[src/verilog/fsr_pkg.sv]
// Constants and types of the flash status register block
package fsr_pkg;
	// Serial opcode that opens a status read
	localparam logic [7:0] FSR_OP_STATUS_READ = 8'hd7;
	// Legacy density code; the value is arbitrary
	localparam logic [3:0] FSR_DENSITY_CODE = 4'h3;
	// Bit positions inside the status bytes
	localparam int FSR_B1_READY = 7;
	localparam int FSR_B1_COMPARE = 6;
	localparam int FSR_B1_DENSITY_LO = 2;
	localparam int FSR_B1_PROTECT = 1;
	localparam int FSR_B1_PAGE_SIZE = 0;
	localparam int FSR_B2_READY = 7;
	localparam int FSR_B2_ERROR = 5;
	localparam int FSR_B2_LOCKDOWN = 3;
	localparam int FSR_B2_SUSPEND_BUF2 = 2;
	localparam int FSR_B2_SUSPEND_BUF1 = 1;
	localparam int FSR_B2_ERASE_SUSPEND = 0;
	// Values after reset, and the count of the last bit of a byte
	localparam logic [2:0] FSR_RST_COUNT = 3'h0;
	localparam logic [7:0] FSR_RST_BYTE = 8'h00;
	localparam logic [2:0] FSR_LAST_BIT = 3'h7;
	// Serial link state, Gray coded along idle, opcode, status
	typedef enum logic [1:0] {
		FSR_IDLE = 2'b00,
		FSR_OPCODE = 2'b01,
		FSR_STATUS = 2'b11,
		FSR_IGNORE = 2'b10
	} fsr_state_t;
endpackage

[src/verilog/fsr_status.sv]
// Two-byte read-only status register of a serial flash, read over the serial link
//
// Summary of operation
// - Status byte two bit 7 is low while busy, high when ready.
// - Byte two bits 6 and 4 always read zero.
// - Error flag reads 1 when the last erase or program failed, else 0.
// - Error flag stays clear when an erase or program aborts.
// - Error flag refreshed at the end of every erase and program.
// - Byte two bit 3 is 1 while sector lockdown is still usable.
// - Bit 2 shows buffer-two program suspend; buffer-two writes then ignored.
// - Bit 1 shows buffer-one program suspend; buffer-one writes then ignored.
// - Bit 0 is 1 while any erase is suspended.
// - Compare flag holds latest compare result, 1 on any mismatch.
// - Byte one carries a fixed four-bit legacy density code.
// - Protection flag shows sector protection enabled by either method.
// - Page size flag reports 256-byte or 264-byte pages.
// - All status bits are read-only; host data is never stored.
// - After opcode D7h, status bytes one and two alternate while selected.
// - Status snapshot taken per byte; ready valid in both bytes.
// - Byte one: ready, compare, density 5:2, protect, page size.
// - Deselect at any bit ends the read and releases the output.
`timescale 1ns/100ps
`default_nettype none
module fsr_status (
	input wire logic sys_clk,
	input wire logic nrst,
	input wire logic cs_n,
	input wire logic sck,
	input wire logic si,
	output logic so,
	output logic so_oe,
	input wire logic busy,
	input wire logic op_done,
	input wire logic op_failed,
	input wire logic op_abort,
	input wire logic cmp_done,
	input wire logic cmp_mismatch,
	input wire logic protect_enabled,
	input wire logic page_size_256,
	input wire logic lockdown_command_enabled_flag,
	input wire logic program_suspended_buffer_two,
	input wire logic program_suspended_buffer_one,
	input wire logic erase_suspended_flag,
	output logic buf1_write_block,
	output logic buf2_write_block
);
	import fsr_pkg::*;

	// ************************************************************
	// State of the block
	// ************************************************************
	typedef struct packed {
		logic cs_meta;
		logic cs_sync;
		logic sck_meta;
		logic sck_sync;
		logic sck_prev;
		logic si_meta;
		logic si_sync;
		fsr_state_t link;
		logic [2:0] count;
		logic [7:0] opcode;
		logic [7:0] shift;
		logic byte_sel;
		logic so;
		logic so_oe;
		logic error_flag;
		logic compare_flag;
		logic buf1_block;
		logic buf2_block;
	} fsr_regs_t;

	fsr_regs_t r;
	fsr_regs_t next_r;
	logic sck_rise;
	logic sck_fall;
	logic [7:0] status_byte_one;
	logic [7:0] status_byte_two;
	logic [7:0] load_byte;

	// Edges are found on synchronised copies only
	assign sck_rise = r.sck_sync & ~r.sck_prev;
	assign sck_fall = ~r.sck_sync & r.sck_prev;

	// Live status bytes, sampled into the shifter at each byte start
	always_comb begin
		status_byte_one = 8'h00;
		status_byte_one[FSR_B1_READY] = ~busy;
		status_byte_one[FSR_B1_COMPARE] = r.compare_flag;
		status_byte_one[FSR_B1_DENSITY_LO +: 4] = FSR_DENSITY_CODE;
		status_byte_one[FSR_B1_PROTECT] = protect_enabled;
		status_byte_one[FSR_B1_PAGE_SIZE] = page_size_256;
		status_byte_two = 8'h00;
		status_byte_two[FSR_B2_READY] = ~busy;
		status_byte_two[FSR_B2_ERROR] = r.error_flag;
		status_byte_two[FSR_B2_LOCKDOWN] = lockdown_command_enabled_flag;
		status_byte_two[FSR_B2_SUSPEND_BUF2] = program_suspended_buffer_two;
		status_byte_two[FSR_B2_SUSPEND_BUF1] = program_suspended_buffer_one;
		status_byte_two[FSR_B2_ERASE_SUSPEND] = erase_suspended_flag;
		load_byte = r.byte_sel ? status_byte_two : status_byte_one;
	end

	// ************************************************************
	// Next-state logic
	// ************************************************************
	always_comb begin
		next_r = r;
		// Two flops on each serial pin (cs_n, sck, si) before any logic looks at it
		next_r.cs_meta = cs_n;
		next_r.cs_sync = r.cs_meta;
		next_r.sck_meta = sck;
		next_r.sck_sync = r.sck_meta;
		next_r.sck_prev = r.sck_sync;
		next_r.si_meta = si;
		next_r.si_sync = r.si_meta;
		// Abort leaves the flag clear; a finished operation overwrites it
		if (op_abort) begin
			next_r.error_flag = 1'b0;
		end else if (op_done) begin
			next_r.error_flag = op_failed;
		end
		if (cmp_done) begin
			next_r.compare_flag = cmp_mismatch;
		end
		// Buffer write lockout follows the suspend flags
		next_r.buf1_block = program_suspended_buffer_one;
		next_r.buf2_block = program_suspended_buffer_two;
		if (r.cs_sync) begin
			// Deselect ends everything at once, even mid byte
			next_r.link = FSR_IDLE;
			next_r.so_oe = 1'b0;
			next_r.so = 1'b0;
			next_r.count = FSR_RST_COUNT;
		end else begin
			case (r.link)
				FSR_IDLE: begin
					next_r.link = FSR_OPCODE;
					next_r.count = FSR_RST_COUNT;
					next_r.byte_sel = 1'b0;
				end
				FSR_OPCODE: begin
					// Opcode only steers the link; only the opcode bits are kept, nothing else from the host
					if (sck_rise) begin
						next_r.opcode = {r.opcode[6:0], r.si_sync};
						next_r.count = r.count + 3'h1;
						if (r.count == FSR_LAST_BIT) begin
							if ({r.opcode[6:0], r.si_sync} == FSR_OP_STATUS_READ) begin
								next_r.link = FSR_STATUS;
							end else begin
								next_r.link = FSR_IGNORE;
							end
						end
					end
				end
				FSR_STATUS: begin
					// Output changes on the falling edge, mode 0 and 3 alike
					if (sck_fall) begin
						next_r.so_oe = 1'b1;
						next_r.count = r.count + 3'h1;
						if (r.count == FSR_RST_COUNT) begin
							next_r.so = load_byte[7];
							next_r.shift = {load_byte[6:0], 1'b0};
						end else begin
							next_r.so = r.shift[7];
							next_r.shift = {r.shift[6:0], 1'b0};
						end
						if (r.count == FSR_LAST_BIT) begin
							next_r.byte_sel = ~r.byte_sel;
						end
					end
				end
				FSR_IGNORE: begin
					next_r.link = FSR_IGNORE;
				end
				default: begin
					next_r.link = FSR_IDLE;
				end
			endcase
		end
	end

	// ************************************************************
	// State register
	// ************************************************************
	always_ff @(posedge sys_clk) begin
		if (!nrst) begin
			r <= '0;
			r.cs_meta <= 1'b1;
			r.cs_sync <= 1'b1;
			r.link <= FSR_IDLE;
			r.opcode <= FSR_RST_BYTE;
			r.shift <= FSR_RST_BYTE;
		end else begin
			r <= next_r;
		end
	end

	assign so = r.so;
	assign so_oe = r.so_oe;
	assign buf1_write_block = r.buf1_block;
	assign buf2_write_block = r.buf2_block;

	// ************************************************************
	// Checks
	// ************************************************************
	release_on_cs_a: assert property (@(posedge sys_clk) disable iff (!nrst)
		r.cs_sync |=> !so_oe && r.link == FSR_IDLE)
		else $error("output still driven after deselect");
	// After a byte load bit 7 is on so, so byte bit n sits at shift[n+1]
	reserved_zero_a: assert property (@(posedge sys_clk) disable iff (!nrst)
		(r.link == FSR_STATUS && !r.cs_sync && sck_fall && r.count == 3'h0 && r.byte_sel)
		|=> !r.shift[7] && !r.shift[5])
		else $error("reserved status bits not zero");
	error_set_a: assert property (@(posedge sys_clk) disable iff (!nrst)
		(op_done && !op_abort) |=> r.error_flag == $past(op_failed))
		else $error("error flag not refreshed on completion");
	abort_clear_a: assert property (@(posedge sys_clk) disable iff (!nrst)
		op_abort |=> !r.error_flag)
		else $error("error flag set by an aborted operation");
	error_hold_a: assert property (@(posedge sys_clk) disable iff (!nrst)
		(!op_done && !op_abort) |=> r.error_flag == $past(r.error_flag))
		else $error("error flag changed without an operation end");
	compare_latch_a: assert property (@(posedge sys_clk) disable iff (!nrst)
		cmp_done |=> r.compare_flag == $past(cmp_mismatch) ##1 ($past(cmp_done) || $stable(r.compare_flag)))
		else $error("compare flag not holding latest result");
	ready_bit_a: assert property (@(posedge sys_clk) disable iff (!nrst)
		(r.link == FSR_STATUS && !r.cs_sync && sck_fall && r.count == 3'h0) |=> so == !$past(busy))
		else $error("ready bit does not reflect busy");
	opcode_enter_a: assert property (@(posedge sys_clk) disable iff (!nrst)
		(r.link == FSR_OPCODE && !r.cs_sync && sck_rise && r.count == 3'h7
		&& {r.opcode[6:0], r.si_sync} == FSR_OP_STATUS_READ) |=> r.link == FSR_STATUS && !r.byte_sel)
		else $error("status read not entered after opcode");
	byte_alternate_a: assert property (@(posedge sys_clk) disable iff (!nrst)
		(r.link == FSR_STATUS && !r.cs_sync && sck_fall && r.count == 3'h7) |=> r.byte_sel != $past(r.byte_sel))
		else $error("status bytes do not alternate");
	buffer_lock_a: assert property (@(posedge sys_clk) disable iff (!nrst)
		program_suspended_buffer_one |=> buf1_write_block)
		else $error("buffer one writes not blocked");
	buffer_two_lock_a: assert property (@(posedge sys_clk) disable iff (!nrst)
		program_suspended_buffer_two |=> buf2_write_block)
		else $error("buffer two writes not blocked");
endmodule
`default_nettype wire

[config.mk]
export PLATFORM = sky130hd
export DESIGN_NAME = fsr_status
export DESIGN_NICKNAME = d
export VERILOG_FILES = /design/src/verilog/fsr_pkg.sv /design/src/verilog/fsr_status.sv
export SDC_FILE = /design/constraint.sdc
export NUM_CORES = 1
export LEC_CHECK = 0
export BUFFER_PORTS_ARGS = -buffer_cell sky130_fd_sc_hd__buf_2
export CORE_ASPECT_RATIO = 0.9
export CORE_MARGIN = 4
export CORE_UTILIZATION = 52
export CTS_CLUSTER_SIZE = 40
export DETAILED_ROUTE_END_ITERATION = 8
export HOLD_SLACK_MARGIN = 0.02
export PLACE_DENSITY_LB_ADDON = 0.15
export SETUP_SLACK_MARGIN = 0.02
export SKIP_CTS_REPAIR_TIMING = 1
export SLEW_MARGIN = 20
export SYNTH_ARGS = -nofsm -noshare
export SYNTH_HDL_FRONTEND = slang
export SYNTH_SLANG_ARGS = --single-unit
export TNS_END_PERCENT = 100
[constraint.sdc]
create_clock -name sys_clk -period 1.65 [get_ports sys_clk]
set_input_delay 0.165 -clock sys_clk [delete_from_list [all_inputs] [get_ports sys_clk]]
set_output_delay 0.165 -clock sys_clk [all_outputs]
set_load 0.005 [all_outputs]
After elaboration in Yosys (flattened, before gate mapping)
Cells that the tools add are included.
{"block": "totals", "inputBits": 17, "register_bits": 35, "elab_cells": 61, "output_inout_bits": 4}
{"block": "op_classes", "eq_ne": 9, "n_reduce_logical": 13, "add_sub_neg": 1, "n_bitwise": 8, "mux": 12}
{"op": "$mux W13", "n": 1}
{"op": "$reduce_and A3 Y1", "n": 4}
{"op": "$pmux W3 S3", "n": 1}
{"op": "$eq A8 B8 Y1 const B", "n": 1}
{"op": "$mux W8", "n": 1}
{"op": "$ne A2 B2 Y1 const B", "n": 4}
{"op": "$mux W7", "n": 1}
{"op": "$mux W3", "n": 2}
{"op": "$not A1 Y1", "n": 6}
{"op": "$pmux W2 S3", "n": 1}
{"op": "$reduce_bool A3 Y1", "n": 2}
{"op": "$eq A2 B2 Y1 const B", "n": 2}
{"op": "$reduce_and A4 Y1", "n": 1}
{"op": "$reduce_or A2 Y1", "n": 2}
{"op": "$add A3 B1 Y3 const B", "n": 1}
{"op": "$eq A3 B3 Y1 const B", "n": 1}
{"op": "$logic_not A3 Y1", "n": 1}
{"op": "$mux W1", "n": 3}
{"op": "$and A1 B1 Y1", "n": 2}
{"op": "$eq A2 B1 Y1 const B", "n": 1}
{"op": "$logic_not A2 Y1", "n": 1}
{"op": "$mux W2", "n": 1}
{"op": "$pmux W1 S2", "n": 1}
{"op": "$reduce_and A2 Y1", "n": 1}
{"op": "$reduce_bool A2 Y1", "n": 1}

Logic depth before layout (Yosys ltp)
Gate-level depths: netlist (run 1).
{"block": "logic_depth", "ltp_word": 5, "mapped_depth": 7, "mapped_depth_nobuf": 6}

Least setup slack after synthesis (run 1)
Ideal clock, no wire load.
{"block": "synth_path", "kind": "reg-to-reg", "start": "reg r[27] (netlist bit)", "end": "reg r[15] (netlist bit)", "synth_period_minus_slack_ns": 1.333, "required_time_ns": 1.522, "arrival_time_ns": 1.205, "path_buffers": 0, "path_stages_with_launch": 7, "setup_slack_ns": 0.317, "setup_ns": 0.128, "cell_sequence": "dfxtp_1 -> inv_1 -> ha_1 -> nand3b_1 -> nor2_4 -> mux2i_1 -> nor2_1"}
{"block": "synth_between", "elab_chain_len": 2}
{"item": "from (decl)", "line_no": "fsr_status.sv:73", "source": "fsr_regs_t r;"}
{"item": "from (signal assigned)", "line_no": "fsr_status.sv:194", "source": "r <= next_r;"}
{"item": "$eq A2 B1 Y1", "line_no": "fsr_status.sv:135", "source": "case (r.link)"}
{"item": "$reduce_and A3 Y1 (no line)"}
No other way between the ends.
A chain may end at the register's enable or synchronous reset.

Worst setup path in the final report (run 1)
{"block": "layout_path", "start": "reg r[23] (netlist bit)", "end": "reg r[27] (netlist bit)"}
{"block": "layout_between", "elab_chain_len": 3}
{"item": "$eq A3 B3 Y1", "line_no": "fsr_status.sv:146", "source": "if (r.count == FSR_LAST_BIT) begin"}
{"item": "$ne A2 B2 Y1 (no line)"}
{"item": "$reduce_and A3 Y1 (no line)"}
No other way between the ends.

==> metrics, run 1 <==
area of the core=2750 µm²; wire length of the first global-routing pass=just under 5000 µm; Routed WL=between 2000 and 3000 µm; synth warn=0; multi-input logic area=a little under 800 µm²; final setup violation count=0; Final period util=~93%; Netlist cell types=32; max-slew violation count=0; TritonCTS clock tree=built; Critical path origin=r[23]$_SDFFE_PP0P_; cell count after synthesis=around 150; FF+latch area=662 µm²; Worst Reg-to-Reg Cells=6; drt drc=0; leakage=around 0.73 nW; Pwr Density=around 800 nW/µm²; clock buffer count from CTS=5; IO Pins=21; Worst-Skew Late Latency=~330 ps; H-tree lvl count=2; Final Hold Fails=0; root buf cell=clkbuf_4; max_slew headroom=a little over two thirds; antenna violations before repair=0; area leader, netlist=dfxtp_1; Chip Width=64.3 µm; reg2reg start=r[23]$_SDFFE_PP0P_; CP Data Arrival Time=~1800 ps; # placed instances=roughly 210; setup TNS=0 ps; Post-Syn Area per Cell=between 9 and 10 µm²; number of synthesized flops with an enable pin=0; Max Clk Rate=between 0.6 and 0.7 GHz; reg2reg end=r[27]$_SDFFE_PP0P_; mean number of vias per cell=between 5 and 6; crit path to=r[27]$_SDFFE_PP0P_; hold crit path type=input pin to register; P&R area growth vs syn=17.3%; Pre-antenna DRT Iters=4; top-count cell post-synth=dfxtp_1; VDD IR-drop max=0.451 mV; min cycle time layout=1530 ps; drt first-iter violations=53; CP required=about 1900 ps; max_cap viols=0; Die Y=58.7 µm; Clock Sinks=33; ranking of synthesized cells by area=dfxtp_1, mux2i_1, ha_1; unrepaired setup endpoints after global routing=true; initial core utilization=~54%; nets@finish=207; clock skew=13.7 ps; R2R setup slack=roughly 120 ps; ANT cells=0; clk slew on worst S/H paths=110 ps; CTS max path bufs=2; layout cells sized above 1=~22%; Row Count=18; status=finished clean; pin count of the biggest net entering global routing=18; total grt overflow=0; critical path fanouts, max=3; Port Buffers=20; antenna-violating nets left=0; Synthesized Nets=180; critical path startpoint category=register; via count=between 1000 and 1500; hold path depth=2; hpwl dp=roughly 2100 µm; crit end category=register; ys flop type=dfxtp_1; Post-Syn Area=approximately 1500 µm²; Setup CP Type=register to register; final total power=around 1.4 mW; full die area=3770 µm²; final core utilization=63.3%; post-synthesis sequential area ratio=between 40% and 50%; pin slew with the least headroom to its limit=438 ps; Routed wire per std cell=between 10 and 15 µm; Async SR Flop Fraction=0%; top cell type's share of synthesized area=44.6%; gr usage total=~17%; vias in the first global route=between 1000 and 1500; # fillers=250; Post-synth top cells=dfxtp_1, nor2_1, mux2i_1, nand2_1, a21oi_1; Yosys reg bits=33; Placer Congestion=just under 0.8; filler-free cell count of the finished design=approximately 220
-- layout make-up --
class                      instances  share of cell area (%)
clock buffer                       7                    3.74
clock inverter                     1                   0.288
inverter                           9                    1.94
multi-input combinational        108                    45.3
sequential                        33                    38.1
tap                               40                    2.88
timing repair buffer              24                    7.77
-- how the worst min path moves through the flow --
stage                     startpoint                     to  slack (ps)
after floorplan             op_abort      r[3]$_SDFFE_PP0P_         240
after global placement      op_abort      r[3]$_SDFFE_PP0P_         330
after detailed placement    op_abort      r[3]$_SDFFE_PP0P_         330
after CTS                   op_abort      r[3]$_SDFFE_PP0P_         -20
after global routing             sck  next_r[31]$_SDFF_PN0_          20
final                            sck  next_r[31]$_SDFF_PN0_          40
-- through the flow --
| stage | cell area [µm²] | hold WS, ps | setup slack (ps) |
|---|---|---|---|
| 2_1_floorplan | 1480 | 242 | 317 |
| 3_3_place_gp | 1630 | 329 | 161 |
| 3_5_place_dp | 1630 | 330 | 113 |
| 4_1_cts | 1700 | -22.8 | 81.8 |
| 5_1_grt | 1740 | 23.6 | 0.243 |
| 6_report | 1740 | 43.0 | 119 |
-- cell usage in the layout, fill, tap and decap left out, drive strengths merged, types with 2 or more instances in the layout --
| master | count |
|---|---|
| buf | 22 |
| nor2b | 3 |
| dfxtp | 33 |
| nand4b | 2 |
| nand2 | 13 |
| nand3b | 5 |
| clkbuf | 7 |
| mux2i | 13 |
| nand3 | 7 |
| inv | 8 |
| and2 | 9 |
| dlygate4sd3 | 2 |
| a21oi | 10 |
| clkinv | 2 |
| nand2b | 6 |
| a311oi | 3 |
| nor2 | 16 |
| ha | 9 |
| o211ai | 3 |
-- sequential cells by signal (all words and copies together), names as in the netlist --
| register | cells |
|---|---|
| so | 1 |
| buf2_write_block | 1 |
| r | 25 |
| so_oe | 1 |
| buf1_write_block | 1 |
| next_r | 4 |
-- worst max-delay path: stages (launching register included) --
cell and delay (ps):
dfxtp_1 340, ha_1 200, ha_1 210, nor2b_2 170
a21oi_1 320, nand3_1 120, o31ai_1 80
-- metal layers --
layer  track usage, %  vias up  share of wire, %
met5                0        -                 0
met4             7.23        0               1.4
met3             5.92        7               5.2
met2             27.9       26                49
met1             19.7      525                44
li1                 -      582                 -
-- where the power goes --
part | switching [mW] | internal (mW) | total (mW)
Combinational | 0.0314 | 0.0364 | 0.0677
Clock | 0.262 | 0.247 | 0.509
Sequential | 0.00853 | 0.809 | 0.817
Total | 0.302 | 1.09 | 1.39
-- kinds of logic (layout without fill, tap and decap cells) --
logic type,count (synthesis),in the layout,synth area share [%]
AND/OR/NAND/NOR,62,62,24.1
flip-flops,33,33,44.6
AO/OA/AOI/OAI,23,23,10.7
multiplexers,14,14,9.54
buffers and inverters,13,41,3.46
adder cells (fa/ha/maj),9,9,7.60
Note: power is estimated with default switching activity, not from simulation.
==> inputs of run 2 (changes only) <==
- ABC_AREA: unset -> 1
==> metrics, run 2 <==
layout cells sized above 1=16.3% (-5.7 points); area leader, netlist=dfxtp_1; commonest non-fill, non-tap cell in the layout=nand2_1; Routed wire per std cell=10.2 µm (-17%); WHS Endpoint=next_r[28]$_SDFF_PN0_; pin slew with the least headroom to its limit=415 ps (-22.6 ps); CP required=1880 ps (-20 ps); top-count cell post-synth=nand2_1; antenna-violating nets left=0 (unchanged); unrepaired setup endpoints after global routing=false; CP Data Arrival Time=1670 ps (-110 ps); crit end category=register; min cycle time layout=1440 ps (-90.6 ps); Power Internal=1.09 mW (+0.27%); Async SR Flop Fraction=0% (unchanged); setup TNS=0 ps (unchanged); Largest register FFs=25 (unchanged); CTS max path bufs=2 (unchanged); critical path fanouts, max=10 (+7); final total power=1.41 mW (+1.5%); status=finished clean; Post-Syn Area per Cell=7.15 µm² (-26%); Final Hold Fails=0 (unchanged); drt drc=0 (unchanged); Netlist cell types=22 (-31%); reg2reg end=r[21]$_SDFFE_PN0P_; Post-synth top cells=nand2_1, dfxtp_1, nor2_1; # fillers=253 (+1.2%); vias in the first global route=1160 (+1.3%); Setup CP Type=register to register; max-slew violation count=0 (unchanged); final setup violation count=0 (unchanged); drt first-iter violations=70 (+32%); Placer Congestion=0.844 (+6.9%); full die area=3830 µm² (+1.5%); HP Start=si; gr usage total=17.2% (+0.45 points); nets@finish=265 (+28%); Routed WL=2860 µm (+5.1%); Worst Reg-to-Reg Cells=7 (+1); ANT cells=0 (unchanged); area of the core=2770 µm² (+0.82%); initial core utilization=54.5% (+0.51 points); hold path depth=3 (+1); post-synthesis sequential area ratio=43.8% (-0.78 points); antenna violations before repair=0 (unchanged); Port Buffers=20 (unchanged); final hold slack=16.0 ps (-27.0 ps); IO Pins=21 (unchanged); ranking of synthesized cells by area=dfxtp_1, nand2_1, nor2_1; P&R area growth vs syn=16.3%; Chip Width=64.8 µm (+0.77%); VDD IR-drop max=0.658 mV (+46%); root buf cell=clkbuf_4; Pwr Density=807 nW/µm² (+0.63%); Comb pwr share=5.7% (+0.8 points); Clock Sinks=33 (unchanged); multi-input logic area=708 µm² (-10%); most frequent cells in the layout=nand2_1, nor2_1, dfxtp_1; H-tree lvl count=2 (unchanged); ys flop type=dfxtp_1; synth warn=0 (unchanged); FF+latch area=661 µm² (-0.19%); switching power=0.320 mW (+5.9%); pin count of the biggest net entering global routing=21 (+3); max_cap viols=0 (unchanged); total grt overflow=0 (unchanged); Final period util=87.3% (-5.5 points); Post-Syn Area=1510 µm² (+1.8%); TritonCTS clock tree=built; clock skew=14.4 ps (+0.681 ps); wire length of the first global-routing pass=4990 µm (+1.5%); Pre-antenna DRT Iters=4 (unchanged); critical path startpoint category=register; switch share=22.6% (+0.95 points); Worst-Skew Late Latency=340 ps (about the same); reg2reg start=r[27]$_SDFFE_PP0P_; clock buffer count from CTS=5 (unchanged); Max Clk Rate=0.694 GHz (+6.3%); Yosys reg bits=33 (unchanged); number of synthesized flops with an enable pin=0 (unchanged); mean number of vias per cell=4.50 (-12%); Row Count=18 (unchanged); R2R setup slack=210 ps (+90 ps); hold crit path type=input pin to register; Largest Register=r; max_slew headroom=72.2% (+1.5 points); hpwl dp=2010 µm (-3.8%); via count=1261 (+11%); cell count after synthesis=211 (+37%); top cell type's share of synthesized area=43.8% (-0.78 points); leakage=0.896 nW (+22%); register share of total power=57.9% (-0.7 points); Die Y=59.1 µm (+0.77%); clock power share=36.5% (about the same); Synthesized Nets=237 (+32%); clk slew on worst S/H paths=90 ps (-20 ps)
## run 2: cell type report
cell class              count  share of cell area, %
multi-input cells         141                   40.4
flip-flops and latches     33                   37.7
repair buffers             24                   7.85
inverters                  34                   7.28
clock buffers               7                   3.71
well taps                  40                   2.85
clock inverters             1                  0.285
## run 2: power by group through the flow
stage	clock (mW)	combinational (mW)	sequential [mW]
final	0.516	0.0803	0.819
after global routing	0.564	0.0936	0.821
after CTS	0.529	0.0757	0.819
after detailed placement	0	0.0744	0.837
after global placement	0	0.0734	0.837
after floorplan	0	0.0425	0.835
## run 2: cell families after synthesis
group,Yosys count,synth area share [%]
muxes,1,0.663
AOI/OAI and AO/OA,31,10.6
and+or+nand+nor,100,28.2
buffers and inverters,37,9.29
adders and majority gates,9,7.46
DFF,33,43.8
## run 2: worst max path at each step
stage | startpoint | end | slack, ps | depth (start not counted)
after floorplan | r[27]$_SDFFE_PP0P_ | r[17]$_SDFFE_PN0P_ | 400 | 7
after global placement | r[27]$_SDFFE_PP0P_ | r[21]$_SDFFE_PN0P_ | 240 | 7
after detailed placement | r[27]$_SDFFE_PP0P_ | r[19]$_SDFFE_PN0P_ | 230 | 7
after CTS | r[27]$_SDFFE_PP0P_ | r[21]$_SDFFE_PN0P_ | 210 | 7
after global routing | r[23]$_SDFFE_PP0P_ | r[13]$_SDFFE_PN0P_ | 30 | 7
final | r[27]$_SDFFE_PP0P_ | r[21]$_SDFFE_PN0P_ | 210 | 7
## run 2: routing by layer
metal  global-route usage [%]  vias up  part of all wire, %
met5                        0        -                    0
met4                     6.63        0                  1.6
met3                     6.26        5                  5.5
met2                     26.2       26                   42
met1                     22.4      530                   51
li1                         -      700                    -
## run 2: critical path, cell delays in order, from the launching register on
cell and delay, ps:
dfxtp_1 380, inv_1 100, ha_1 230, nand3_2 150, nor2_4 210, inv_1 130
nor2_1 100, nor2_1 50
## run 2: stage by stage
stage	setup slack (ps)	util, %	instances	cell area, µm²
CTS	213	62.2	277	1720
detailed placement	230	59.7	269	1650
global placement	244	59.7	269	1650
finish	209	63.3	280	1750
floorplan	403	-	211	1510
global route	32.1	63.3	280	1750
==> inputs of run 3 (changes only) <==
--- a/config.mk
+++ b/config.mk
@@ -10,9 +10,10 @@
 export CORE_ASPECT_RATIO = 0.9
 export CORE_MARGIN = 4
-export CORE_UTILIZATION = 52
+export CORE_UTILIZATION = 50
 export CTS_CLUSTER_SIZE = 40
 export DETAILED_ROUTE_END_ITERATION = 8
 export HOLD_SLACK_MARGIN = 0.02
 export PLACE_DENSITY_LB_ADDON = 0.15
+export REMOVE_ABC_BUFFERS = 1
 export SETUP_SLACK_MARGIN = 0.02
 export SKIP_CTS_REPAIR_TIMING = 1
==> constraint.sdc (replaced) <==
create_clock -name sys_clk -period 1.3 [get_ports sys_clk]
set_input_delay 0.26 -clock sys_clk [delete_from_list [all_inputs] [get_ports sys_clk]]
set_output_delay 0.26 -clock sys_clk [all_outputs]
set_load 0.005 [all_outputs]
==> metrics, run 3 (synthesis gave the netlist of run 2 again) <==
max layer used=met4; Power Internal=1.53 mW (+40%); layout cells sized above 1=31.0% (+15 points); Pre-antenna DRT Iters=4 (unchanged); switching power=0.435 mW (+36%); final setup violation count=2 (+2); clock power share=41.9% (+5.4 points); Worst-Skew Late Latency=350 ps (about the same); Chip Width=65.9 µm (+1.7%); wire length on met1=1500 µm (+2.7%); hold crit path type=input pin to register; Final WS setup=-25.1 ps (-234 ps); clock skew=16.9 ps (+2.49 ps); # placed instances=275 (+2.2%); Setup CP Type=register to register; ANT cells=0 (unchanged); nets@finish=273 (+3.0%); CP required=1550 ps (-330 ps); design area=1960 µm² (+11%); drt first-iter violations=59 (-16%); full die area=3960 µm² (+3.5%); initial core utilization=53.6% (-0.87 points); Routed wire per std cell=11.3 µm (+11%); via count=1370 (+8.6%); final total power=1.97 mW (+39%); antenna-violating nets left=0 (unchanged); Die Y=60.1 µm (+1.7%); HP Start=op_abort; P&R area growth vs syn=29.6%; area of the core=2820 µm² (+1.6%); Place WS=-68.0 ps (-298 ps); FF+latch area=671 µm² (+1.5%); hpwl dp=2170 µm (+7.9%); Clock Sinks=33 (unchanged); mean number of vias per cell=4.76 (+5.6%); Worst Reg-to-Reg Cells=7 (unchanged); R2R setup slack=-30 ps (-230 ps); crit end category=register; Final period util=102% (+15 points); critical path fanouts, max=7 (-3); Largest register FFs=25 (unchanged); root buf cell=clkbuf_4; TritonCTS clock tree=built; most frequent cells in the layout=nand2_1, nor2_1, dfxtp_1; # fillers=255 (+0.79%); total grt overflow=0 (unchanged); H-tree lvl count=2 (unchanged); reg2reg end=r[20]$_SDFFE_PN0P_; clock buffer count from CTS=5 (unchanged); VDD IR-drop max=0.931 mV (+42%); Largest Register=r; gr usage total=17.3% (+0.11 points); Placer Congestion=0.777 (-8.0%); vias in the first global route=1222 (+5.3%); metal2 WL=1540 µm (+30%); failing checks=negative setup slack; Max Clk Rate=0.755 GHz (+8.7%); Placed Instance Area=1700 µm² (+2.7%); CP Data Arrival Time=1580 ps (-90 ps); min cycle time layout=1330 ps (-116 ps); critical path startpoint category=register; reg2reg start=r[27]$_SDFFE_PP0P_; Final Hold Fails=0 (unchanged); Comb pwr share=5.4% (-0.3 points); wire length of the first global-routing pass=5110 µm (+2.5%); filler-free cell count of the finished design=288 (+2.9%); pin slew with the least headroom to its limit=491 ps (+76.1 ps); Row Count=18 (unchanged); Port Buffers=20 (unchanged); Routed WL=3260 µm (+14%); max-slew violation count=0 (unchanged); IO Pins=21 (unchanged); register share of total power=52.7% (-5.2 points); pin count of the biggest net entering global routing=21 (unchanged); clk slew on worst S/H paths=110 ps (+20 ps); crit path to=r[20]$_SDFFE_PN0P_; Critical path origin=r[27]$_SDFFE_PP0P_; switch share=22.1% (-0.51 points); max_slew headroom=67.1% (-5.1 points); antenna violations before repair=0 (unchanged); CTS max path bufs=2 (unchanged); leakage=0.947 nW (+5.7%); Pwr Density=1010 nW/µm² (+25%); met3 WL=175 µm (+11%); max_cap viols=0 (unchanged); unrepaired setup endpoints after global routing=true; multi-input logic area=821 µm² (+16%); drt drc=0 (unchanged); commonest non-fill, non-tap cell in the layout=nand2_1; status=finished with violations
-- run 3: per-stage QoR --
stage                     util, %  TNS, ps  hold slack [ps]
after CTS                    63.4     -619             64.5
after global placement       60.4     -194              395
after global routing         69.5     -685             84.1
after detailed placement     60.4     -306              404
final                        69.5    -41.9             74.8
after floorplan                 -        0              337
-- run 3: area by class of cell --
| type | instances | share of cell area (%) |
|---|---|---|
| clock buffers | 7 | 2.82 |
| clock inverters | 1 | 1.54 |
| inverters | 34 | 6.53 |
| multi-input cells | 141 | 42.0 |
| flip-flops and latches | 33 | 34.3 |
| well taps | 40 | 2.56 |
| repair buffers | 32 | 10.3 |
-- run 3: worst max-delay path, stage by stage, from the launching register on --
cell     delay [ps]
dfxtp_2         360
inv_2            90
ha_4            170
nand3_4         100
nor2_4          220
buf_6           150
buf_6           100
a21oi_2          40
-- run 3: layer usage --
layer  vias to the layer above  track usage [%]
met3                         5             4.51
met4                         0             9.76
met2                        31             28.4
li1                        722                -
met5                         -                0
met1                       612             20.6
-- run 3: worst min-delay path by stage --
| stage | endpoint | cells past startpoint |
|---|---|---|
| 2_1_floorplan | r[3]$_SDFFE_PP0P_ | 1 |
| 3_3_place_gp | r[28]$_SDFF_PN0_ | 2 |
| 3_5_place_dp | r[33]$_SDFF_PN1_ | 1 |
| 4_1_cts | r[3]$_SDFFE_PP0P_ | 2 |
| 5_1_grt | r[3]$_SDFFE_PP0P_ | 2 |
| 6_report | r[3]$_SDFFE_PP0P_ | 2 |
-- run 3: power groups by stage --
| stage | logic, mW | registers (mW) | clock network [mW] |
|---|---|---|---|
| 2_1_floorplan | 0.0479 | 1.06 | 0 |
| 3_3_place_gp | 0.0984 | 1.06 | 0 |
| 3_5_place_dp | 0.0997 | 1.06 | 0 |
| 4_1_cts | 0.100 | 1.04 | 0.837 |
| 5_1_grt | 0.122 | 1.04 | 0.864 |
| 6_report | 0.107 | 1.04 | 0.825 |
